File: src/verilog/lbc_pkg.sv
package lbc_pkg;

	// ********************************************************
	// Instruction encoding
	// ********************************************************
	localparam int          LBC_IW         = 12;
	localparam int          LBC_DW         = 8;
	localparam logic [5:0]  LBC_OP_AND_FILE = 6'h05;  // Bits 11:6 = 0001 01
	localparam logic [3:0]  LBC_OP_AND_LIT  = 4'hE;   // Bits 11:8 = 1110
	localparam logic [3:0]  LBC_OP_BIT_CLR  = 4'h4;   // Bits 11:8 = 0100
	localparam int          LBC_DEST_BIT   = 5;
	localparam int          LBC_BSEL_LO    = 5;
	localparam int          LBC_FADDR_W    = 5;
	localparam logic [7:0]  LBC_ACC_RST    = 8'h00;
	localparam logic        LBC_ZERO_RST   = 1'b0;

	// Operation codes carried between decode and writeback
	typedef enum logic [3:0] {
		LBC_NONE  = 4'h1,
		LBC_ANDF  = 4'h2,
		LBC_ANDL  = 4'h4,
		LBC_BCLR  = 4'h8
	} lbc_op_t;

endpackage

File: src/verilog/lbc_core.sv
// Contract
// - Register AND with d=0: accumulator AND file register goes to accumulator.
// - Register AND with d=1: result to file register, accumulator kept.
// - Literal AND: accumulator AND low eight instruction bits.
// - Literal AND always writes the accumulator; no destination bit.
`timescale 1ns/10ps
module lbc_core
	import lbc_pkg::*;
(
	input  wire logic                   sys_clk,
	input  wire logic                   nrst,
	input  wire logic [LBC_IW-1:0]      instr,
	input  wire logic                   instr_valid,
	input  wire logic                   acc_wr,
	input  wire logic [LBC_DW-1:0]      acc_wdata,
	input  wire logic [LBC_DW-1:0]      file_rdata,
	output logic      [LBC_FADDR_W-1:0] file_addr,
	output logic      [LBC_DW-1:0]      file_wdata,
	output logic                        file_we,
	output logic      [LBC_DW-1:0]      accum,
	output logic                        zero_flag
);

	lbc_op_t          op;
	logic [LBC_DW-1:0] and_file;
	logic [LBC_DW-1:0] and_lit;
	logic [LBC_DW-1:0] clr_mask;
	logic              dest_file;

	// ********************************************************
	// Decode
	// ********************************************************
	lbc_decode u_dec (
		.instr       (instr),
		.instr_valid (instr_valid),
		.op          (op)
	);

	// Datapath terms; the file word is read in the same cycle
	assign dest_file = instr[LBC_DEST_BIT];
	assign and_file  = accum & file_rdata;
	assign and_lit   = accum & instr[LBC_DW-1:0];

	// Clear mask built per bit; only the selected position drops to zero
	for (genvar gi = 0; gi < LBC_DW; gi++) begin : g_clr_mask
		assign clr_mask[gi] = (instr[LBC_BSEL_LO +: 3] != 3'(gi));
	end

	// ********************************************************
	// Accumulator
	// ********************************************************
	// Without the outside load path the AND ops could never leave the reset value
	always_ff @(posedge sys_clk or negedge nrst) begin
		if (!nrst) begin
			accum <= LBC_ACC_RST;
		end else if (op == LBC_ANDF && !dest_file) begin
			accum <= and_file;
		end else if (op == LBC_ANDL) begin
			accum <= and_lit;
		end else if (acc_wr && op == LBC_NONE) begin
			// Other instructions of the core load it; ours win if both come
			accum <= acc_wdata;
		end
	end

	// ********************************************************
	// Zero flag
	// ********************************************************
	// Bit clear leaves the flag alone, so only AND ops touch it
	always_ff @(posedge sys_clk or negedge nrst) begin
		if (!nrst) begin
			zero_flag <= LBC_ZERO_RST;
		end else if (op == LBC_ANDF) begin
			zero_flag <= (and_file == 8'h00);
		end else if (op == LBC_ANDL) begin
			zero_flag <= (and_lit == 8'h00);
		end
	end

	// ********************************************************
	// File write port
	// ********************************************************
	// Registered write; the array commits it on the next edge
	always_ff @(posedge sys_clk or negedge nrst) begin
		if (!nrst) begin
			file_we    <= 1'b0;
			file_addr  <= '0;
			file_wdata <= 8'h00;
		end else begin
			file_addr <= instr[LBC_FADDR_W-1:0];
			if (op == LBC_ANDF && dest_file) begin
				file_we    <= 1'b1;
				file_wdata <= and_file;
			end else if (op == LBC_BCLR) begin
				file_we    <= 1'b1;
				file_wdata <= file_rdata & clr_mask;
			end else begin
				file_we    <= 1'b0;
			end
		end
	end
endmodule

File: src/verilog/lbc_decode.sv
`timescale 1ns/10ps
module lbc_decode
	import lbc_pkg::*;
(
	input  wire logic [LBC_IW-1:0] instr,
	input  wire logic              instr_valid,
	output lbc_op_t                op
);

	// ********************************************************
	// Opcode classification
	// ********************************************************
	// Unrecognised words map to LBC_NONE so no file write or flag update follows
	always_comb begin
		op = LBC_NONE;
		if (instr_valid) begin
			if (instr[11:6] == LBC_OP_AND_FILE)
				op = LBC_ANDF;
			else if (instr[11:8] == LBC_OP_AND_LIT)
				op = LBC_ANDL;
			else if (instr[11:8] == LBC_OP_BIT_CLR)
				op = LBC_BCLR;
		end
	end

endmodule

File: config.mk
export PLATFORM = sky130hd
export DESIGN_NAME = lbc_core
export DESIGN_NICKNAME = d
export VERILOG_FILES = /design/src/verilog/lbc_pkg.sv /design/src/verilog/lbc_core.sv /design/src/verilog/lbc_decode.sv
export SDC_FILE = /design/constraint.sdc
export NUM_CORES = 1
export LEC_CHECK = 0
export ABC_AREA = 1
export BUFFER_PORTS_ARGS = -buffer_cell sky130_fd_sc_hd__buf_2
export CAP_MARGIN = 25
export CORE_MARGIN = 2
export CORE_UTILIZATION = 30
export DETAILED_ROUTE_END_ITERATION = 7
export PLACE_DENSITY_LB_ADDON = 0.1
export REMOVE_ABC_BUFFERS = 1
export SLEW_MARGIN = 10
export SYNTH_ARGS = -nofsm -noshare
export SYNTH_HDL_FRONTEND = slang
export SYNTH_SLANG_ARGS = --single-unit
export TNS_END_PERCENT = 20
File: constraint.sdc
create_clock -name sys_clk -period 2.3 [get_ports sys_clk]
set_clock_uncertainty 0.05 [all_clocks]
set_input_delay 0.115 -clock sys_clk [delete_from_list [all_inputs] [get_ports sys_clk]]
set_output_delay 0.115 -clock sys_clk [all_outputs]
set_load 0.01 [all_outputs]
After elaboration in Yosys (flattened, before gate mapping)
Cells that the tools add are included.
- flip-flop bits (word level): 23
- input port bits: 32
- eq/ne operators: 14
- multiplexer cells: 13
- bitwise operators: 3
- reduce and logical (&&, ||, !) cells: 10
- operators by type and width (kind ; number):
    8-bit 2-to-1 mux ; 5
    8-bit AND ; 3
    8-bit logical NOT ; 2
    4-bit 2-to-1 mux ; 4
    3-bit != test (second input constant) ; 4
    4-bit by 3-bit == test with 1-bit output (second input constant) ; 2
    4-bit == test (second input constant) ; 2
    6-bit by 3-bit == test with 1-bit output (second input constant) ; 1
    3-bit by 2-bit != test with 1-bit output (second input constant) ; 2
    3-bit nonzero test ; 2
    4-bit by 1-bit == test with 1-bit output (second input constant) ; 1
    4-bit by 2-bit == test with 1-bit output (second input constant) ; 1
    1-bit 2-to-1 mux ; 4
    2-bit nonzero test ; 2
    1-bit logical AND ; 3
    3-bit by 1-bit != test with 1-bit output (second input constant) ; 1
    1-bit logical NOT ; 1

Longest topological paths before layout
- depth after elaboration: 10
- depth in mapped cells: 10

By module
Synthesis repeated with hierarchy kept, for this count alone.
- cells, all modules: 221
- area total of the unflattened synthesis: 1512.7 um2
- modules (own cells, without submodules) (module ; instances ; cells each ; area each (um2) ; sequential area each (um2)):
    lbc_core ; 1 ; 203 ; 1435.1 ; 575.6
    lbc_decode ; 1 ; 18 ; 77.6 ; 0.0

Worst setup path after synthesis
OpenSTA, ideal clock, no wires.
- kind: register -> register
- start: register accum[2]
- end: register zero_flag
- data arrival time: 0.857 ns
- slack: 1.320 ns
- stages on the path, launching flop included: 5
- clock period less this slack: 0.980 ns
- cell sequence: dfrtp_1 > nand2_1 > nand4_1 > o21a_1 > a21oi_2
- word-level cells in the longest chain between the ends: 4
- elaborated cells between the ends (all ways): 6
- RTL lines (element ; RTL line ; RTL):
    start: declaration ; lbc_core.sv:20 ; output logic [LBC_DW-1:0] accum,
    start signal: assignment ; lbc_core.sv:57 ; accum <= and_file;
    start signal: assignment ; lbc_core.sv:59 ; accum <= and_lit;
    start signal: assignment ; lbc_core.sv:62 ; accum <= acc_wdata;
    8-bit AND ; lbc_core.sv:42 ; assign and_lit = accum & instr[LBC_DW-1:0];
    8-bit logical NOT ; lbc_core.sv:76 ; zero_flag <= (and_lit == 8'h00);
    1-bit 2-to-1 mux ; lbc_core.sv:75 ; end else if (op == LBC_ANDL) begin
    1-bit 2-to-1 mux (*) ; lbc_core.sv:73 ; end else if (op == LBC_ANDF) begin
    end signal: assignment ; lbc_core.sv:74 ; zero_flag <= (and_file == 8'h00);
    end signal: assignment ; lbc_core.sv:76 ;
    end: declaration ; lbc_core.sv:21 ; output logic zero_flag
Every way passes the cells marked *; elsewhere a longest branch is shown, timed or not. The select of a mux whose other input is x is not followed.
A chain may end at the register's enable or synchronous reset.

Worst setup path in the final report
- start: input port instr_valid
- end: register accum[0]
- word-level cells in the longest chain between the ends: 4
- elaborated cells between the ends (all ways): 9
- RTL lines (element ; RTL line ; RTL):
    start: declaration ; lbc_core.sv:13 ; input wire logic instr_valid,
    4-bit 2-to-1 mux (*) ; lbc_decode.sv:16 ; if (instr_valid) begin
    4-bit by 3-bit == test with 1-bit output (tied with other cells) ; lbc_core.sv:58 ; end else if (op == LBC_ANDL) begin
    8-bit 2-to-1 mux (tied with other cells) ; lbc_core.sv:58 ;
    8-bit 2-to-1 mux / 3-bit nonzero test (equally long branches) ; n/a ;
Every way passes the cells marked *; elsewhere a longest branch is shown, timed or not.

==> impl_metrics.toml <==
[detailed_routing]
wl_met2_mm = 2.025
wirelength_mm = 4.450
firstDrtPassIters = 4
wl_met3_um = 282
vias = 1577
dr.max_layer_used = "met4"
wl_per_cell_um = 13.05
drc_errors = 0
wl_met1_mm = 2.103
drt_iter0_markers = 105
final_antenna_net_count = 0
viasPerCell = 4.625

[clock_tree]
post-cts-setup-buffers = 0
clockBufferDepth = 2
clockRootBuffer = "clkbuf_8"
cts_buffers = 3
cts_sinks = 23
htree_num_levels = 1
clk_latency_ns = 0.27
cts_tree = "built"
clkSlewWorstSetupHoldPaths_ns = 0.08

[floorplanning]
dieHeight_um = 74.81
num_rows = 25
start_util = 0.3142
ios = 55
core_mm2 = 0.004786
die_w_um = 74.81
die_area_mm2 = 0.005596

[cells_and_area]
diodes = 0
design_area_mm2 = 0.001924
fin_cells = 341
nets = 307
area_growth_pct = 27.95
drive_above_1_share = 0.2810

[power]
p_seq_frac = 0.477
power_density_mw_per_mm2 = 544.9
p_leak_uw = 0.001120
power_frac_comb = 0.278
p_sw_uw = 349.6
peakVddDrop_mv = 0.2930
clkPwrFrac = 0.245
intPower_uw = 699.1
swShare = 0.3334

[yosys]
yosysWarningCount = 0
yosys.cell_types.count = 23
ys_seq_area_frac = 0.3827
synth_edf_count = 0
syn_inst = 214
async_reset_ff_frac = 1.000
ys.flop_type = "dfrtp_1"
syn-cell-area_mm2 = 0.001504
synth_seq_cells = 23
synth_area_per_cell_um2 = 7.028

[sta]
relSlewSlack = 0.6426
final.setup.tns_ns = 0
rsz0062_at_grt = "no"
max_freq_ghz = 0.8156
finalCritPeriodShare = 0.5331
hold_violations = 0
fin_crit_ns = 1.226
maxSlewViolCount = 0
worstMarginPinSlew_ns = 0.5362
setup_violations = 0
holdWs_ns = 0.05696

[place]
post-place-cells = 331
dp_hpwl_mm = 3.481
port-buffer-count = 54
place_congestion = 0.8300
place_area_mm2 = 0.001818

[global_route]
grt_overflow = 0
grt_max_degree = 24
antenna_found_initial = 0
grt_pass1_wl_mm = 7.079
grt_pass1_vias = 1444
grtUsageTotal = 0.1713

[worst_setup_path]
start_kind = "input port"
path_class = "input port to flop"
cp.required_ns = 2.42
cp-end-kind = "flop"
crit_arrival_ns = 1.34
path_max_fanout = 20

[job]
drv_cap = 0

[min_path]
hold_class = "input port to flop"

[outcome]
status = "finished clean"
[routing by layer]
| layer | global-route usage | vias to the layer above |
|---|---|---|
| li1 | - | 806 |
| met1 | 0.2386 | 713 |
| met2 | 0.2783 | 53 |
| met3 | 0.02945 | 5 |
| met4 | 0.04167 | 0 |
| met5 | 0 | - |
[synthesized netlist by cell type, types with 2 or more instances]
cell | number | area (um2)
nor2_2 | 4 | 25.02
nand4_1 | 3 | 18.77
dfrtp_1 | 23 | 575.6
nand3_1 | 56 | 280.3
inv_1 | 27 | 101.4
nor2_1 | 5 | 18.77
inv_4 | 2 | 12.51
nand3_2 | 3 | 30.03
nand2_1 | 70 | 262.8
o211ai_1 | 4 | 30.03
nand2_4 | 3 | 33.78
nand2_2 | 2 | 12.51
a21oi_2 | 2 | 17.52
[final timing paths]
path,to,from,depth (start not counted),slack [ns]
worst max-delay path,accum[0],instr_valid,9,1.07
worst min-delay path,file_wdata[3],file_rdata[3],3,0.06
worst max register to register,zero_flag,accum[1],5,1.17
min in group asynchronous,file_addr[3],nrst,2,0.31
worst min register to register,file_wdata[0],file_wdata[0],2,0.44
max in group asynchronous,file_wdata[5],nrst,2,1.53
[area by class of cell]
class | instances | area, um2
clock buffer | 3 | 41.29
inverter | 31 | 121.4
fill | 551 | 2861
timing repair buffer | 61 | 337.8
tap | 67 | 83.83
multi-input combinational | 155 | 759.5
clock inverter | 1 | 5.005
sequential | 23 | 575.6
[critical path, cell delays in order]
cell	delay [ns]
buf_2	0.26
nand3_2	0.11
nor2_2	0.10
buf_4	0.25
nor2_1	0.08
nand2_2	0.18
nand2_4	0.11
nand2_1	0.08
nand2_1	0.05
[sequential cells by signal, summed over array words and instances (netlist names)]
name and flops:
accum 8, file_addr 5, file_wdata 8, file_we 1, zero_flag 1
[metrics by stage]
step                power, uW  setup slack [ns]    util
floorplan               651.4            0.9224       -
global route             1129            0.9620  0.4021
finish                   1049             1.074  0.4021
global placement        796.9            0.8324  0.3799
detailed placement      796.8            0.7995  0.3799
CTS                      1069             1.100  0.4021
[kinds of logic after synthesis]
logic type,Yosys count,share of synthesized area
AOI/OAI and AO/OA,8,0.03994
buffers and inverters,36,0.1123
DFF,23,0.3827
and+or+nand+nor,147,0.4651
[placed cells by master, fill, tap and decap left out]
master / Yosys / layout
o21a_1: 1 / 1
inv_1: 27 / 27
nand2_4: 3 / 3
nand2_2: 2 / 2
clkbuf_8: 0 / 3
dfrtp_1: 23 / 23
dlygate4sd3_1: 0 / 6
nand3_4: 1 / 1
buf_4: 1 / 1
inv_2: 1 / 1
nand4_1: 3 / 3
clkinv_2: 0 / 1
inv_4: 2 / 2
nor2_2: 4 / 4
nand3_1: 56 / 56
nand2_1: 70 / 70
a21oi_2: 2 / 2
nand3_2: 3 / 3
clkinv_1: 1 / 1
nor2_1: 5 / 5
buf_2: 1 / 54
a21oi_1: 1 / 1
o211ai_1: 4 / 4
[power groups by stage]
stage / Sequential, uW / Combinational (uW) / Clock, uW
floorplan: 529 / 122 / 0
global placement: 510 / 287 / 0
detailed placement: 510 / 287 / 0
CTS: 502 / 296 / 271
global route: 510 / 330 / 289
finish: 501 / 291 / 257
[repair_timing]
| action | 4_1_cts | 5_1_grt |
|---|---|---|
| resized for setup | 0 | 0 |
| hold endpoints to repair | 28 | 0 |
| hold buffers | 6 | 0 |
| setup endpoints to repair | 0 | 0 |
No activity file was read; power rests on OpenSTA's default activity.
